[config.mk]
export PLATFORM = sky130hd
export DESIGN_NAME = hms_haptic_mode_sequencer
export DESIGN_NICKNAME = d
export VERILOG_FILES = /design/src/hms_pkg.sv /design/src/hms_sync.sv /design/src/hms_haptic_mode_sequencer.sv
export SDC_FILE = /design/constraint.sdc
export NUM_CORES = 1
export LEC_CHECK = 0
export ABC_CLOCK_PERIOD_IN_PS = 4000
export BUFFER_PORTS_ARGS = -buffer_cell sky130_fd_sc_hd__buf_2
export CAP_MARGIN = 10
export CORE_ASPECT_RATIO = 1.2
export CORE_MARGIN = 4
export CORE_UTILIZATION = 45
export CTS_BUF_LIST = sky130_fd_sc_hd__clkbuf_8
export DETAILED_ROUTE_END_ITERATION = 6
export HOLD_SLACK_MARGIN = 0.1
export PLACE_DENSITY = 0.68
export SETUP_SLACK_MARGIN = 0.3
export SLEW_MARGIN = 20
export SYNTH_ARGS = -nofsm -noshare
export SYNTH_HDL_FRONTEND = slang
export SYNTH_SLANG_ARGS = --single-unit
[constraint.sdc]
create_clock -name core_clk_i -period 4 [get_ports core_clk_i]
set_clock_uncertainty 0.05 [all_clocks]
set_input_delay 0.2 -clock core_clk_i [delete_from_list [all_inputs] [get_ports core_clk_i]]
set_output_delay 0.2 -clock core_clk_i [all_outputs]
set_load 0.1 [all_outputs]
[src/hms_pkg.sv]
// Constants, register map and state type of the haptic mode sequencer.
//------------------------------------------------------------------------
// Notes on behaviour
// - Shutdown powers everything off; the register port answers every access with an error.
// - Supply good and enable low: start bias, then pending standby.
// - Host must read the ready flag, clearing it, before plain standby.
// - Pending standby acts as standby but refuses to start playback.
// - Reading interrupt status clears flags and moves pending to standby.
// - Standby keeps the output off; registers stay fully accessible.
// - A haptic request is play enable set or a queue write in standby.
// - On request enable pumps and analog, then ramp code to minimum.
// - Enter playback only once output ready shows the 10V floor.
// - When done ramp code to zero, disable output, then pumps.
// - Ramp-down done with enable low returns to standby.
// - Ramp-down done with enable high goes to shutdown.
// - Any fault abandons the state, ramps to 10V, disables converter; here only faults from pump-up through output-off act, others are ignored.
// - After a fault wait the settle delay, 2ms default, then pumps off.
// - Delay done, enable low, auto-rearm 0: pending standby.
// - Delay done, enable low, auto-rearm 1: straight to standby.
// - Delay done with enable high goes to shutdown.
// - Enable high in either standby state goes to shutdown.
// - Entering shutdown clears registers, wave memory and queue.
// - After enable falls, pending standby is reached within 1ms.
//------------------------------------------------------------------------
package hms_pkg;

    //--------------------------------------------------------------------
    // Register map.
    //--------------------------------------------------------------------
    localparam int         APB_ADDR_W      = 8;
    localparam logic [7:0] INTR_STAT_ADDR  = 8'h00;
    localparam logic [7:0] CTRL_ADDR       = 8'h04;
    localparam logic [7:0] FDLY_ADDR       = 8'h08;
    localparam logic [7:0] QUEUE_ADDR      = 8'h0c;
    localparam logic [7:0] MODE_ADDR       = 8'h10;

    // Field positions.
    localparam int SPR_FLAG_POS   = 0;
    localparam int FAULT_FLAG_POS = 1;
    localparam int PLAY_EN_POS    = 0;
    localparam int REARM_POS      = 1;

    // Values after reset.
    localparam logic [1:0]  FLAGS_RST       = 2'h0;
    localparam logic [15:0] FDLY_RST_US     = 16'h07d0;
    localparam logic [11:0] DAC_MIN_RST     = 12'h100;

    //--------------------------------------------------------------------
    // Timing.
    //--------------------------------------------------------------------
    localparam int CLK_PERIOD_NS    = 50;
    localparam int US_NS            = 1000;
    localparam int US_CYCLES        = (US_NS + CLK_PERIOD_NS - 1)
                                      / CLK_PERIOD_NS;
    localparam int RAMP_STEP_CYCLES = 4;

    // Operating modes.
    typedef enum logic [3:0] {
        ST_SHUTDOWN,
        ST_WAKE,
        ST_STBY_PEND,
        ST_STBY,
        ST_PUMP_UP,
        ST_RAMP_UP,
        ST_PLAY,
        ST_RAMP_DOWN,
        ST_OUT_OFF,
        ST_FAULT_RAMP,
        ST_FAULT_WAIT
    } hms_state_t;

endpackage

[src/hms_sync.sv]
// Two-flop level synchroniser for a group of asynchronous inputs.
`timescale 1ns/1ns
`default_nettype none
module hms_sync #(
    parameter int W = 1
) (
    input  wire logic         core_clk_i,
    input  wire logic         resetn_i,
    input  wire logic [W-1:0] async_i,
    output logic      [W-1:0] sync_o
);

    logic [W-1:0] stage1;

    //--------------------------------------------------------------------
    // Only the second flop reads the first, to contain metastability.
    //--------------------------------------------------------------------
    always_ff @(posedge core_clk_i or negedge resetn_i) begin
        if (!resetn_i) begin
            stage1 <= '0;
            sync_o <= '0;
        end else begin
            stage1 <= async_i;
            sync_o <= stage1;
        end
    end

endmodule // hms_sync
`default_nettype wire

[src/hms_haptic_mode_sequencer.sv]
// Operating-mode sequencer of a piezo haptic driver with an APB slave.
//
// The implementer's own choices: the placing of the registers and the APB slave port.
`timescale 1ns/1ns
`default_nettype none
module hms_haptic_mode_sequencer #(
    parameter logic [15:0] FAULT_SETTLE_DELAY_US_DEFAULT = hms_pkg::FDLY_RST_US,
    parameter logic [11:0] DAC_MIN_CODE         = hms_pkg::DAC_MIN_RST
) (
    input  wire logic        core_clk_i,
    input  wire logic        resetn_i,
    // APB slave.
    input  wire logic        psel_i,
    input  wire logic        penable_i,
    input  wire logic        pwrite_i,
    input  wire logic [7:0]  paddr_i,
    input  wire logic [31:0] pwdata_i,
    input  wire logic [3:0]  pstrb_i,
    output logic      [31:0] prdata_o,
    output logic             pready_o,
    output logic             pslverr_o,
    // Pins and analog indications, all asynchronous.
    input  wire logic        enable_low_input_i,
    input  wire logic        supply_ok_i,
    input  wire logic        bias_ready_i,
    input  wire logic        pump_ready_i,
    input  wire logic        output_ready_i,
    input  wire logic        fault_i,
    // Playback engine, same clock.
    input  wire logic        haptic_done_i,
    // Power and converter controls.
    output logic             osc_bias_en_o,
    output logic             charge_pump_en_o,
    output logic             analog_en_o,
    output logic             converter_en_o,
    output logic      [11:0] dac_code_o,
    output logic             playback_o,
    output logic             clear_mem_o,
    output logic             stream_wr_o,
    output logic      [11:0] stream_data_o
);

    hms_pkg::hms_state_t state;
    hms_pkg::hms_state_t next_state;

    logic        en_low_s;
    logic        supply_s;
    logic        bias_s;
    logic        pump_s;
    logic        out_rdy_s;
    logic        fault_s;
    logic [1:0]  flags;
    logic [1:0]  taken;
    logic        play_en;
    logic        rearm;
    logic [15:0] fdly;
    logic        stream_req;
    logic [31:0] rd_cap;
    logic [2:0]  step_cnt;
    logic [4:0]  us_cnt;
    logic [15:0] dly_cnt;
    logic [11:0] dac_code;

    //--------------------------------------------------------------------
    // Synchronisers.
    //--------------------------------------------------------------------
    // All six asynchronous inputs share one two-flop stage.
    hms_sync #(
        .W (6)
    ) u_sync (
        .core_clk_i (core_clk_i),
        .resetn_i   (resetn_i),
        .async_i    ({enable_low_input_i, supply_ok_i, bias_ready_i,
                      pump_ready_i, output_ready_i, fault_i}),
        .sync_o     ({en_low_s, supply_s, bias_s,
                      pump_s, out_rdy_s, fault_s})
    );

    //--------------------------------------------------------------------
    // APB decode.
    //--------------------------------------------------------------------
    // In shutdown no access has any effect and every one errors out.
    wire live    = (state != hms_pkg::ST_SHUTDOWN);
    wire setup   = psel_i & ~penable_i;
    wire access  = psel_i & penable_i;
    wire a_intr  = (paddr_i == hms_pkg::INTR_STAT_ADDR);
    wire a_ctrl  = (paddr_i == hms_pkg::CTRL_ADDR);
    wire a_fdly  = (paddr_i == hms_pkg::FDLY_ADDR);
    wire a_queue = (paddr_i == hms_pkg::QUEUE_ADDR);
    wire a_mode  = (paddr_i == hms_pkg::MODE_ADDR);
    wire mapped  = a_intr | a_ctrl | a_fdly | a_queue | a_mode;
    wire wr_ok   = access & pwrite_i & mapped & live;
    wire rd_ok   = access & ~pwrite_i & mapped & live;
    wire wr_ctrl = wr_ok & a_ctrl & pstrb_i[0];
    wire wr_fdlo = wr_ok & a_fdly & pstrb_i[0];
    wire wr_fdhi = wr_ok & a_fdly & pstrb_i[1];
    wire wr_q    = wr_ok & a_queue & (pstrb_i[0] | pstrb_i[1]);
    wire intr_rd = rd_ok & a_intr;

    assign pready_o  = 1'b1;
    assign pslverr_o = access & (~mapped | ~live);

    // Read data is built from flops and captured in the setup cycle.
    wire [31:0] rd_mux =
        a_intr ? {30'h0, flags} :
        a_ctrl ? {30'h0, rearm, play_en} :
        a_fdly ? {16'h0, fdly} :
        a_mode ? {28'h0, state} : 32'h0;

    assign prdata_o = rd_cap;

    //--------------------------------------------------------------------
    // Events and requests.
    //--------------------------------------------------------------------
    wire active    = (state == hms_pkg::ST_PUMP_UP)
                   | (state == hms_pkg::ST_RAMP_UP)
                   | (state == hms_pkg::ST_PLAY)
                   | (state == hms_pkg::ST_RAMP_DOWN)
                   | (state == hms_pkg::ST_OUT_OFF);
    wire fault_hit = fault_s & active;
    wire spr_set   = (state == hms_pkg::ST_WAKE) & bias_s;
    wire done_evt  = (state == hms_pkg::ST_PLAY) & haptic_done_i;
    wire go_off    = en_low_s | ~supply_s;
    wire request   = play_en | stream_req;
    wire ramping   = (state == hms_pkg::ST_RAMP_UP)
                   | (state == hms_pkg::ST_RAMP_DOWN)
                   | (state == hms_pkg::ST_FAULT_RAMP);
    wire tick      = (step_cnt == 3'(hms_pkg::RAMP_STEP_CYCLES - 1));
    wire in_fault  = (state == hms_pkg::ST_FAULT_RAMP)
                   | (state == hms_pkg::ST_FAULT_WAIT);
    wire us_tick   = (us_cnt == 5'(hms_pkg::US_CYCLES - 1));
    wire dly_done  = (dly_cnt >= fdly);

    // A read clears only the bits it returned, so a flag set meanwhile,
    // or in the same cycle, survives.
    wire [1:0] set_bits  = {fault_hit, spr_set};
    wire [1:0] clr_bits  = intr_rd ? taken : 2'h0;
    wire [1:0] next_flag = (flags & ~clr_bits) | set_bits;

    //--------------------------------------------------------------------
    // Next-state logic.
    //--------------------------------------------------------------------
    always_comb begin
        next_state = state;
        case (state)
            hms_pkg::ST_SHUTDOWN: begin
                if (supply_s && !en_low_s) begin
                    next_state = hms_pkg::ST_WAKE;
                end
            end
            hms_pkg::ST_WAKE: begin
                if (go_off) begin
                    next_state = hms_pkg::ST_SHUTDOWN;
                end else if (bias_s) begin
                    next_state = hms_pkg::ST_STBY_PEND;
                end
            end
            hms_pkg::ST_STBY_PEND: begin
                // Requests are refused here until the status is read.
                if (go_off) begin
                    next_state = hms_pkg::ST_SHUTDOWN;
                end else if (intr_rd) begin
                    next_state = hms_pkg::ST_STBY;
                end
            end
            hms_pkg::ST_STBY: begin
                if (go_off) begin
                    next_state = hms_pkg::ST_SHUTDOWN;
                end else if (request) begin
                    next_state = hms_pkg::ST_PUMP_UP;
                end
            end
            hms_pkg::ST_PUMP_UP: begin
                if (fault_hit) begin
                    next_state = hms_pkg::ST_FAULT_RAMP;
                end else if (pump_s) begin
                    next_state = hms_pkg::ST_RAMP_UP;
                end
            end
            hms_pkg::ST_RAMP_UP: begin
                if (fault_hit) begin
                    next_state = hms_pkg::ST_FAULT_RAMP;
                end else if (dac_code == DAC_MIN_CODE && out_rdy_s) begin
                    next_state = hms_pkg::ST_PLAY;
                end
            end
            hms_pkg::ST_PLAY: begin
                if (fault_hit) begin
                    next_state = hms_pkg::ST_FAULT_RAMP;
                end else if (haptic_done_i) begin
                    next_state = hms_pkg::ST_RAMP_DOWN;
                end
            end
            hms_pkg::ST_RAMP_DOWN: begin
                if (fault_hit) begin
                    next_state = hms_pkg::ST_FAULT_RAMP;
                end else if (dac_code == 12'h000) begin
                    next_state = hms_pkg::ST_OUT_OFF;
                end
            end
            hms_pkg::ST_OUT_OFF: begin
                if (fault_hit) begin
                    next_state = hms_pkg::ST_FAULT_RAMP;
                end else if (go_off) begin
                    next_state = hms_pkg::ST_SHUTDOWN;
                end else begin
                    next_state = hms_pkg::ST_STBY;
                end
            end
            hms_pkg::ST_FAULT_RAMP: begin
                if (dac_code <= DAC_MIN_CODE) begin
                    next_state = hms_pkg::ST_FAULT_WAIT;
                end
            end
            hms_pkg::ST_FAULT_WAIT: begin
                if (!dly_done) begin
                    next_state = hms_pkg::ST_FAULT_WAIT;
                end else if (go_off) begin
                    next_state = hms_pkg::ST_SHUTDOWN;
                end else if (rearm) begin
                    next_state = hms_pkg::ST_STBY;
                end else begin
                    next_state = hms_pkg::ST_STBY_PEND;
                end
            end
            default: begin
                next_state = hms_pkg::ST_SHUTDOWN;
            end
        endcase
    end

    //--------------------------------------------------------------------
    // Power controls decoded from the mode.
    //--------------------------------------------------------------------
    // The converter drops before the pumps on both ramp-down paths.
    assign osc_bias_en_o    = live;
    assign charge_pump_en_o = active | in_fault;
    assign analog_en_o      = active | in_fault;
    assign converter_en_o   = ramping | (state == hms_pkg::ST_PLAY);
    assign playback_o       = (state == hms_pkg::ST_PLAY);
    assign dac_code_o       = dac_code;

    //--------------------------------------------------------------------
    // Mode register and shutdown clear pulse.
    //--------------------------------------------------------------------
    always_ff @(posedge core_clk_i or negedge resetn_i) begin
        if (!resetn_i) begin
            state       <= hms_pkg::ST_SHUTDOWN;
            clear_mem_o <= 1'b0;
        end else begin
            state       <= next_state;
            clear_mem_o <= live && (next_state == hms_pkg::ST_SHUTDOWN);
        end
    end

    //--------------------------------------------------------------------
    // Software registers; all are wiped while in shutdown.
    //--------------------------------------------------------------------
    always_ff @(posedge core_clk_i or negedge resetn_i) begin
        if (!resetn_i) begin
            flags <= hms_pkg::FLAGS_RST;
            taken <= hms_pkg::FLAGS_RST;
            rd_cap <= 32'h0;
        end else if (!live) begin
            flags <= hms_pkg::FLAGS_RST;
            taken <= hms_pkg::FLAGS_RST;
            rd_cap <= 32'h0;
        end else begin
            flags <= next_flag;
            if (setup) begin
                taken  <= a_intr ? flags : 2'h0;
                rd_cap <= rd_mux;
            end
        end
    end

    // Play enable drops on its own when the event completes.
    always_ff @(posedge core_clk_i or negedge resetn_i) begin
        if (!resetn_i) begin
            play_en <= 1'b0;
            rearm   <= 1'b0;
            fdly    <= FAULT_SETTLE_DELAY_US_DEFAULT;
        end else if (!live) begin
            play_en <= 1'b0;
            rearm   <= 1'b0;
            fdly    <= FAULT_SETTLE_DELAY_US_DEFAULT;
        end else begin
            if (wr_ctrl) begin
                play_en <= pwdata_i[hms_pkg::PLAY_EN_POS];
                rearm   <= pwdata_i[hms_pkg::REARM_POS];
            end else if (done_evt) begin
                play_en <= 1'b0;
            end
            if (wr_fdlo) begin
                fdly[7:0] <= pwdata_i[7:0];
            end
            if (wr_fdhi) begin
                fdly[15:8] <= pwdata_i[15:8];
            end
        end
    end

    // Queue writes reach the queue in every mode but shutdown; only in standby do they start
    // an event, so a write during pending standby is not remembered.
    always_ff @(posedge core_clk_i or negedge resetn_i) begin
        if (!resetn_i) begin
            stream_req    <= 1'b0;
            stream_wr_o   <= 1'b0;
            stream_data_o <= 12'h000;
        end else begin
            stream_wr_o <= wr_q;
            if (wr_q) begin
                stream_data_o <= pwdata_i[11:0];
            end
            if (!live || state != hms_pkg::ST_STBY) begin
                stream_req <= 1'b0;
            end else if (wr_q) begin
                stream_req <= 1'b1;
            end
        end
    end

    //--------------------------------------------------------------------
    // Converter code ramp, one step per RAMP_STEP_CYCLES.
    //--------------------------------------------------------------------
    always_ff @(posedge core_clk_i or negedge resetn_i) begin
        if (!resetn_i) begin
            step_cnt <= 3'h0;
            dac_code <= 12'h000;
        end else begin
            step_cnt <= (ramping && !tick) ? step_cnt + 3'h1 : 3'h0;
            if (next_state < hms_pkg::ST_PUMP_UP) begin // No stale code.
                dac_code <= 12'h000;
            end else if (tick) begin
                if (state == hms_pkg::ST_RAMP_UP &&
                    dac_code < DAC_MIN_CODE) begin
                    dac_code <= dac_code + 12'h001;
                end else if (state == hms_pkg::ST_RAMP_DOWN &&
                             dac_code != 12'h000) begin
                    dac_code <= dac_code - 12'h001;
                end else if (state == hms_pkg::ST_FAULT_RAMP &&
                             dac_code > DAC_MIN_CODE) begin
                    dac_code <= dac_code - 12'h001;
                end
            end
        end
    end

    //--------------------------------------------------------------------
    // Fault settle delay, counted in microseconds from the fault.
    //--------------------------------------------------------------------
    // Counting from the fault, not from the ramp end, bounds the time the
    // pumps stay up; a ramp longer than the delay cuts ST_FAULT_WAIT to one cycle.
    always_ff @(posedge core_clk_i or negedge resetn_i) begin
        if (!resetn_i) begin
            us_cnt  <= 5'h00;
            dly_cnt <= 16'h0000;
        end else if (!in_fault) begin
            us_cnt  <= 5'h00;
            dly_cnt <= 16'h0000;
        end else if (us_tick) begin
            us_cnt <= 5'h00;
            if (!dly_done) begin
                dly_cnt <= dly_cnt + 16'h0001;
            end
        end else begin
            us_cnt <= us_cnt + 5'h01;
        end
    end

endmodule // hms_haptic_mode_sequencer
`default_nettype wire

==> results.tsv, run 1 <==
metric	value	unit
cts.sinks	105	
fillCellCount	1125	
fin_crit	3.511	ns
endpoint_kind	flip-flop	
p_sw	0.0007977	W
drc	0	
required	4.22	ns
synthCells	585	
cp-start-kind	flip-flop	
synth_area	5752	µm²
fin_area	6735	µm²
grt_max_degree	77	
path_class	reg -> reg	
async_flop_share	100.0	%
final-hold-violation-count	0	
ys_seq_area_share	45.81	%
report.final.slew_viol_count	0	
diodes	0	
grt_pass1_wl	22450	µm
io_buffers	85	
drv_cap	0	
yosys_most_used_dff	dfrtp_1	
antenna_found_initial	0	
cts-buffers-inserted	9	
num_rows	45	
wl_per_cell	15.64	µm
vias	4670	
grt_overflow	0	
final_cell_mix	dfrtp_1 (99), buf_2 (84), nor2_1 (50)	
hold_class	in -> reg	
ys_ff_latch	105	
yosysUniqueCellTypes	65	
p_sw_share	34.92	%
p_leak	3.359	nW
die_y	131.8	µm
p_per_area	339.2	nW/µm²
slew-limit-headroom	36.01	%
yosys.area.top_type_share	43.07	%
power_frac_clock	30.1	%
io_pins	121	
grt_pass1_vias	4693	
drt-vias-per-instance	5.456	
clkLatencyLatePin	0.37	ns
synth_largest_area_cell	dfrtp_1	
clkTransAtPathRegs	0.11	ns
start_util	45.61	%
synthToLayoutAreaGrowth	17.10	%
die_w	111.2	µm
drive_above_1_share	20.52	%
ant_nets	0	
rsz0062_at_grt	no	
seqPwrFrac	48.6	%
power_frac_comb	21.3	%
core	12610	µm²
synth_edf_count	0	
cts.root.buffer_cell	clkbuf_8	
status	finished, final reports clean	
cp_max_fo	12	
internal_power	0.001487	W
tritoncts	built	
final_common_cell	dfrtp_1	
setup_viol	0	
fin_util	53.40	%
track_usage	18.23	%
final.setup.tns	0	ns
placed_cells	816	
wirelength	13390	µm
clock_path_buffers	2	
die_area	14660	µm²
fin_nets	773	
worst_slew_pin_slew	0.9598	ns
yosysWarnings	0	
firstDrtPassIters	5	
avgSynthCellArea	9.832	µm²
timing.final.crit_share	87.78	%
crit_arrival	3.73	ns
stdcell_count	856	
post-dp-hpwl	9923	µm
ctsHtreeMaxLevel	3	
place.gp.congestion	0.8741	
drtIter0Drc	302	
dpl_cell_area	6274	µm²
peakVddDrop	0.0002529	V
postCtsSetupBuffers	0	
synth_area_leaders	dfrtp_1 (43%), ha_1 (6.3%), nor2_1 (3.3%)	
max_freq	0.2848	GHz
==> worst max-delay path: stages, from the launching register on <==
cell and delay (ns):
dfrtp_1 0.50, nor4_1 0.67, nand2_2 0.34, ha_1 0.37, a21oi_1 0.20, o211ai_1 0.17, nor4_1 0.27, o31a_1 0.23
o21ai_0 0.10, or4_1 0.40, o311ai_0 0.10
==> Yosys cell counts (all sizes together) (3+ instances only) <==
master,instances
dfrtp,99
nor2,50
nand2,48
inv,36
ha,29
buf,26
o21ai,24
nand3,20
a21oi,19
nor3,17
clkbuf,16
xor2,14
mux2,13
a22o,12
and2,12
and3,11
a31oi,10
mux2i,10
nor4,10
o2111ai,10
o211ai,10
o22ai,9
nor2b,8
or4,7
dfstp,6
xnor2,6
nand2b,4
a211o,3
a21o,3
and4,3
nor3b,3
o31ai,3
==> power by group through the flow <==
stage	clock network (W)	logic (W)	registers, W
3_3_place_gp	0	0.000466	0.00113
4_1_cts	0.000704	0.000486	0.00111
3_5_place_dp	0	0.000467	0.00113
5_1_grt	0.000743	0.000519	0.00112
2_1_floorplan	0	0.000267	0.00122
6_report	0.000687	0.000486	0.00111
==> stage by stage <==
step / setup slack, ns / power (W) / hold WS [ns]
after floorplan: 0.3174 / 0.001484 / -0.1456
after global placement: 0.4429 / 0.001596 / 0.2583
after detailed placement: 0.2959 / 0.001599 / 0.2593
after CTS: 0.4462 / 0.002301 / 0.2008
after global routing: 0.2358 / 0.002377 / 0.2531
final: 0.4887 / 0.002285 / 0.2160
==> final cells by class <==
class / instances / area (µm²) / share of cell area [%]
clock buffers: 9 / 123.9 / 1.839
clock inverters: 7 / 78.83 / 1.170
inverters: 36 / 135.1 / 2.006
multi-input cells: 417 / 2821 / 41.89
flip-flops and latches: 105 / 2635 / 39.12
well taps: 164 / 205.2 / 3.047
repair buffers: 118 / 735.7 / 10.92
==> metal layers <==
| layer | up-vias | track usage (%) | wire length (µm) |
|---|---|---|---|
| met1 | 2235 | 23.93 | 5906 |
| met2 | 145 | 30.08 | 6554 |
| met4 | 0 | 6.694 | 228 |
| met3 | 21 | 3.489 | 699 |
| met5 | - | 0 | 0 |
| li1 | 2269 | - | - |
==> repair_timing <==
item,CTS,global route
hold buffers,24,0
endpoints found under the hold margin,105,0
cloned,0,0
gates resized for setup,1,2
endpoints found under the setup margin,1,2
==> worst paths after layout <==
check / depth (start not counted) / slack (ns) / startpoint / to
setup / recovery: 10 / 0.49 / dac_code_o[8] / dac_code_o[11]
hold / removal: 5 / 0.22 / pwrite_i / flags[0]
setup reg to reg: 10 / 0.49 / dac_code_o[8] / dac_code_o[11]
hold reg to reg: 0 / 0.30 / u_sync.stage1[5] / u_sync.sync_o[5]
max in group asynchronous: 3 / 2.45 / resetn_i / us_cnt[1]
min in group asynchronous: 2 / 0.44 / resetn_i / dly_cnt[14]
==> logic make-up after synthesis <==
group	share of synthesized area (%)
adders and majority gates	6.657
muxes	4.285
xor gates and xnor gates	3.045
other	0.1306
AOI/OAI and AO/OA	15.38
DFF	45.81
and+or+nand+nor	18.03
buffers and inverters	6.656
==> flip-flops by register name, summed over array words and instances, names as in the netlist <==
name / count
play_en: 1
state: 4
u_sync.sync_o: 6
stream_req: 1
flags: 2
us_cnt: 5
taken: 2
stream_wr_o: 1
rearm: 1
dly_cnt: 16
u_sync.stage1: 6
clear_mem_o: 1
prdata_o: 16
stream_data_o: 12
step_cnt: 3
fdly: 16
dac_code_o: 12
Power figures use the tool's default switching activity.
==> run 2: changes to the inputs <==
--- a/config.mk
+++ b/config.mk
@@ -5,6 +5,7 @@
 export SDC_FILE = /design/constraint.sdc
 export NUM_CORES = 1
 export LEC_CHECK = 0
+export ABC_AREA = 1
 export ABC_CLOCK_PERIOD_IN_PS = 4000
 export BUFFER_PORTS_ARGS = -buffer_cell sky130_fd_sc_hd__buf_2
 export CAP_MARGIN = 10
@@ -14,7 +15,7 @@
 export CTS_BUF_LIST = sky130_fd_sc_hd__clkbuf_8
 export DETAILED_ROUTE_END_ITERATION = 6
 export HOLD_SLACK_MARGIN = 0.1
-export PLACE_DENSITY = 0.68
+export PLACE_DENSITY = 0.79
 export SETUP_SLACK_MARGIN = 0.3
 export SLEW_MARGIN = 20
 export SYNTH_ARGS = -nofsm -noshare
==> run 2 against run 1 <==
Via count is 11% higher. Count of clock-buffer cells in the layout stayed put. Flip-flop and latch count stayed put. Core utilization is 0.13 points higher.
==> results.tsv, run 2 <==
metric	value	unit	change
cts-buffers-inserted	9		unchanged
synthCells	750		+28%
drtIter0Drc	386		+28%
track_usage	19.13	%	+0.89 points
cp_max_fo	13		+1
busiest_layer	met2		
async_flop_share	100.0	%	unchanged
met1_usage	24.26	%	+0.33 points
tritoncts	built		
wl_per_cell	13.86	µm	-11%
start_util	46.26	%	+0.65 points
report.final.slew_viol_count	0		unchanged
dpl_cell_area	6432	µm²	+2.5%
avgSynthCellArea	7.883	µm²	-20%
ys_ff_latch	105		unchanged
cts.root.buffer_cell	clkbuf_8		
crit_arrival	3.14	ns	-0.59 ns
synth_area	5912	µm²	+2.8%
power	0.001928	W	-16%
die_w	112.6	µm	+1.3%
antenna_found_initial	0		unchanged
hold_class	in -> reg		
grt_util_met3	2.726	%	-0.76 points
path_class	reg -> reg		
yosysUniqueCellTypes	43		-34%
postCtsSetupBuffers	0		unchanged
io_pins	121		unchanged
slew-limit-headroom	58.16	%	+22 points
seqPwrFrac	56.3	%	+7.7 points
grt_max_degree	44		-43%
num_rows	45		unchanged
yosys.area.top_type_share	41.90	%	-1.2 points
cp-start-kind	flip-flop		
final_common_cell	nand2_1		
power_frac_comb	11.5	%	-9.8 points
io_buffers	85		unchanged
required	4.27	ns	+0.05 ns
hp-start	haptic_done_i		
drc	0		unchanged
yosysMostFrequentCell	nand2_1		
power_frac_clock	32.2	%	+2.1 points
die_area	15040	µm²	+2.6%
yosys_most_used_dff	dfrtp_1		
ys_top_cells_by_count	nand2_1 (187), dfrtp_1 (99), inv_1 (86)		
endpoint_kind	flip-flop		
internal_power	0.001363	W	-8.3%
clkTransAtPathRegs	0.11	ns	about the same
synth_area_leaders	dfrtp_1 (42%), nand2_1 (12%), ha_1 (6.1%)		
vias	5206		+11%
drv_cap	0		unchanged
drive_above_1_share	15.86	%	-4.7 points
p_per_area	281.8	nW/µm²	-17%
crit_path_start	state[3]		
worst_slew_pin_slew	0.6257	ns	-0.3341 ns
die_y	133.6	µm	+1.3%
cts.sinks	105		unchanged
rsz0062_at_grt	no		
fin_area	6842	µm²	+1.6%
drt-vias-per-instance	5.064		-7.2%
yosysWarnings	0		unchanged
fin_nets	945		+22%
clock_path_buffers	2		unchanged
synth_edf_count	0		unchanged
wirelength	14250	µm	+6.4%
firstDrtPassIters	5		unchanged
p_sw	0.0005650	W	-29%
final-hold-violation-count	0		unchanged
timing.final.crit_share	71.71	%	-16 points
p_sw_share	29.31	%	-5.6 points
diodes	0		unchanged
ant_nets	0		unchanged
r2r-start	state[3]		
peakVddDrop	0.0002063	V	-18%
post-dp-hpwl	10550	µm	+6.3%
ys_seq_area_share	44.57	%	-1.2 points
grt_pass1_wl	23540	µm	+4.9%
postCtsResizedCells	0		-1
use_met2	33.70	%	+3.6 points
final_cell_mix	nand2_1 (187), dfrtp_1 (99), inv_1 (87)		
ctsHtreeMaxLevel	3		unchanged
cts_hold_buf	23		-4.2%
core	12780	µm²	+1.3%
max_freq	0.3486	GHz	+22%
synth_largest_area_cell	dfrtp_1		
grt_pass1_vias	4897		+4.3%
status	finished, final reports clean		
fin_crit	2.869	ns	-0.6427 ns
p_leak	3.714	nW	+11%
final.setup.tns	0	ns	unchanged
clkLatencyLatePin	0.37	ns	about the same
grt_overflow	0		unchanged
place.gp.congestion	0.8957		+2.5%
setup_viol	0		unchanged
synthToLayoutAreaGrowth	15.72	%	
whs	0.1617	ns	-0.05428 ns
-- run 2: changes by cell type after synthesis, moves of 10 or more --
cell	before	now
nand2_1	48	187
mux2i_1	10	0
nor2_1	50	71
and3_1	11	0
and2_1	11	0
nand3_1	19	68
nand4_1	2	15
mux2_2	13	0
o21ai_0	22	43
inv_1	36	86
clkbuf_1	15	2
-- run 2: power groups by stage --
stage	Combinational (W)	Clock (W)	Sequential [W]
6_report	0.000222	0.000620	0.00109
2_1_floorplan	0.000149	0	0.00111
5_1_grt	0.000242	0.000688	0.00109
3_3_place_gp	0.000204	0	0.00111
4_1_cts	0.000223	0.000640	0.00109
3_5_place_dp	0.000206	0	0.00111
-- run 2: per-stage QoR --
step / worst slack, ns / instances / util, %
3_5_place_dp: 1.133 / 989 / 50.33
2_1_floorplan: 1.006 / 765 / -
6_report: 1.131 / 1028 / 53.53
5_1_grt: 0.8147 / 1028 / 53.53
4_1_cts: 1.106 / 1028 / 53.53
3_3_place_gp: 1.155 / 989 / 50.33
-- run 2: logic make-up after synthesis --
| logic type | after synthesis | synth area share [%] |
|---|---|---|
| other | 2 | 0.1270 |
| AND/OR/NAND/NOR | 368 | 26.71 |
| adder cells (fa/ha/maj) | 30 | 6.476 |
| flip-flops | 105 | 44.57 |
| XOR/XNOR | 16 | 2.370 |
| buffers and inverters | 126 | 9.587 |
| AO/OA/AOI/OAI | 103 | 10.16 |
-- run 2: critical path, stage by stage, from the launching register on --
cell and delay (ns):
dfrtp_1 0.40, inv_1 0.16, nand2_2 0.14, nor2_1 0.24
nand2_1 0.36, ha_1 0.46, a21oi_1 0.23, o21ai_0 0.13
a21oi_1 0.21, nor2_1 0.06, nor2_1 0.12, xnor2_1 0.13
nand2_1 0.06, nand2_1 0.06
-- run 2: final timing paths --
kind                                    endpoint  slack, ns  cells after the start
worst max register to register     dac_code_o[7]       1.13                     13
max in group asynchronous                fdly[7]       2.74                      3
min in group asynchronous          dac_code_o[7]       0.23                      2
worst max-delay path               dac_code_o[7]       1.13                     13
worst min register to register  u_sync.sync_o[4]       0.31                      0
worst min-delay path                     play_en       0.16                      4
-- run 2: per-layer routing --
metal / part of all wire (%) / vias to the layer above
met5: 0 / -
met4: 1.7 / 0
met3: 3.7 / 20
met2: 51 / 126
met1: 43 / 2438
li1: - / 2622
-- run 2: cell type report --
type,instances,area (µm²)
flip-flops and latches,105,2635
well taps,164,205.2
multi-input cells,534,2766
clock buffers,9,123.9
clock inverters,7,55.05
fillers,1211,5939
repair buffers,113,695.7
inverters,96,360.3
==> run 3: changes to the inputs <==
--- a/config.mk
+++ b/config.mk
@@ -6,7 +6,7 @@
 export NUM_CORES = 1
 export LEC_CHECK = 0
 export ABC_AREA = 1
-export ABC_CLOCK_PERIOD_IN_PS = 4000
+export ABC_CLOCK_PERIOD_IN_PS = 2700
 export BUFFER_PORTS_ARGS = -buffer_cell sky130_fd_sc_hd__buf_2
 export CAP_MARGIN = 10
 export CORE_ASPECT_RATIO = 1.2
==> constraint.sdc (replaced) <==
create_clock -name core_clk_i -period 2.7 [get_ports core_clk_i]
set_clock_uncertainty 0.05 [all_clocks]
set_input_delay 0.135 -clock core_clk_i [delete_from_list [all_inputs] [get_ports core_clk_i]]
set_output_delay 0.135 -clock core_clk_i [all_outputs]
set_load 0.1 [all_outputs]
==> run 3 against run 2 <==
Cell count grew 1.8%. Critical path depth stayed put. Sequential share of layout area decreased by 2.2 points. Worst hold slack improved by 0.029 ns. Core utilization up 3.6 points. Non-clock buffer count grew 17. Global-route usage barely moved. Die area unchanged. Worst setup slack worse by 0.79 ns. Via count is 3.6% higher. Largest cell class unchanged. Largest power group unchanged.
==> results.tsv, run 3 (synthesis gave the netlist of run 2 again) <==
metric	value	unit	change
status	finished, final reports clean		
busiest_layer	met2		
rsz0062_at_grt	yes		
drt-vias-per-instance	5.150		+1.7%
final_common_cell	nand2_1		
cts.root.buffer_cell	clkbuf_8		
cp-endpoint	dac_code_o[7]		
reg2reg_slack	0.34	ns	-0.79 ns
grt_max_degree	49		+11%
num_rows	45		unchanged
synthToLayoutAreaGrowth	23.47	%	
grt_pass1_vias	5195		+6.1%
final-hold-violation-count	0		unchanged
fin_util	57.11	%	+3.6 points
die_y	133.6	µm	unchanged
p_leak	3.848	nW	+3.6%
required	2.98	ns	-1.29 ns
path_class	reg -> reg		
report.final.slew_viol_count	0		unchanged
cp-start-kind	flip-flop		
ctsHtreeMaxLevel	3		unchanged
r2r-start	dac_code_o[9]		
grt_util_met3	3.271	%	+0.55 points
whs	0.1904	ns	+0.02876 ns
vias	5392		+3.6%
drive_above_1_share	21.97	%	+6.1 points
setup_viol	0		unchanged
cp_max_fo	7		-6
drc	0		unchanged
tritoncts	built		
fin_crit	2.355	ns	-0.5133 ns
wirelength	14870	µm	+4.4%
dpl_cell_area	6535	µm²	+1.6%
io_pins	121		unchanged
fillCellCount	1106		-8.7%
worst_slew_pin_slew	0.5461	ns	-0.07961 ns
seq_area	2653	µm²	+0.66%
p_per_area	403.7	nW/µm²	+43%
clkLatencyLatePin	0.39	ns	+0.02 ns
crit_path_start	dac_code_o[9]		
r2r_cells	13		unchanged
cts-buffers-inserted	9		unchanged
grt_pass1_wl	23810	µm	+1.1%
met1_usage	22.83	%	-1.4 points
io_buffers	85		unchanged
hold_class	in -> reg		
antenna_found_initial	0		unchanged
post-dp-hpwl	10340	µm	-1.9%
use_met2	34.85	%	+1.2 points
hp-start	pwrite_i		
grt_overflow	0		unchanged
drv_cap	0		unchanged
slew-limit-headroom	63.59	%	+5.4 points
die_area	15040	µm²	unchanged
timing.final.crit_share	87.23	%	+16 points
peakVddDrop	0.0002344	V	+14%
diodes	0		unchanged
final_cell_mix	nand2_1 (183), dfrtp_1 (93), inv_1 (85)		
clock_path_buffers	2		unchanged
endpoint_kind	flip-flop		
drtIter0Drc	335		-13%
ant_nets	0		unchanged
cts.sinks	105		unchanged
rr_endpoint	dac_code_o[7]		
place.gp.congestion	0.9145		+2.1%
crit_arrival	2.64	ns	-0.50 ns
track_usage	19.10	%	-0.023 points
multi_input_area	3019	µm²	+9.1%
fin_area	7300	µm²	+6.7%
firstDrtPassIters	5		unchanged
final.setup.tns	0	ns	unchanged
fin_nets	964		+2.0%
wl_per_cell	14.20	µm	+2.5%
max_freq	0.4246	GHz	+22%
clkTransAtPathRegs	0.11	ns	about the same
core	12780	µm²	unchanged
start_util	46.26	%	unchanged
die_w	112.6	µm	unchanged
-- run 3: where the power goes --
group          internal, W  leakage (nW)  switching (W)
logic            0.0000817          2.34       0.000253
clock network     0.000376         0.103       0.000628
registers          0.00160          1.40      0.0000110
-- run 3: through the flow --
| step | worst slack [ns] | instances | total power, W |
|---|---|---|---|
| 2_1_floorplan | 0.3170 | 765 | 0.001865 |
| 3_3_place_gp | 0.2537 | 996 | 0.001940 |
| 3_5_place_dp | 0.2127 | 996 | 0.001942 |
| 4_1_cts | 0.2615 | 1038 | 0.002971 |
| 5_1_grt | 0.1815 | 1047 | 0.003074 |
| 6_report | 0.3447 | 1047 | 0.002947 |
-- run 3: area by class of cell --
class	count	share of cell area, %
clock buffers	9	1.697
well taps	164	2.811
flip-flops and latches	105	36.34
clock inverters	7	1.046
inverters	96	4.937
multi-input cells	536	41.36
repair buffers	130	11.81
-- run 3: routing by layer --
layer	up-vias	routed length, µm	share of wire [%]
met5	-	0	0
met4	0	271	1.8
met3	26	566	3.8
met2	129	7963	54
met1	2575	6069	41
li1	2662	-	-
-- run 3: repair_timing --
| item | in CTS | in global routing |
|---|---|---|
| pin swaps | 0 | 13 |
| hold endpoints to repair | 115 | 0 |
| hold buffers | 25 | 0 |
| buffers inserted | 1 | 7 |
| cloned | 0 | 2 |
| endpoints found under the setup margin | 7 | 26 |
| resized for setup | 3 | 45 |
-- run 3: worst min path at each step --
stage                                   to  cells after the start  slack, ns
final                              play_en                      7       0.19
after floorplan                clear_mem_o                      0      -0.21
after detailed placement       dly_cnt[11]                      1        0.1
after CTS                         taken[1]                      4       0.15
after global placement    u_sync.stage1[0]                      1       0.10
after global routing               play_en                      7       0.20
-- run 3: critical path, stage by stage (launching register included) --
cell and delay, ns:
dfrtp_4 0.52, inv_1 0.08, nand2_2 0.08, nor2_4 0.24, nand2_8 0.15, ha_4 0.29
a21oi_4 0.16, o21ai_2 0.09, a21oi_2 0.14, nor2_1 0.07, nor2_1 0.13, xnor2_1 0.14
nand2_1 0.08, nand2_1 0.08
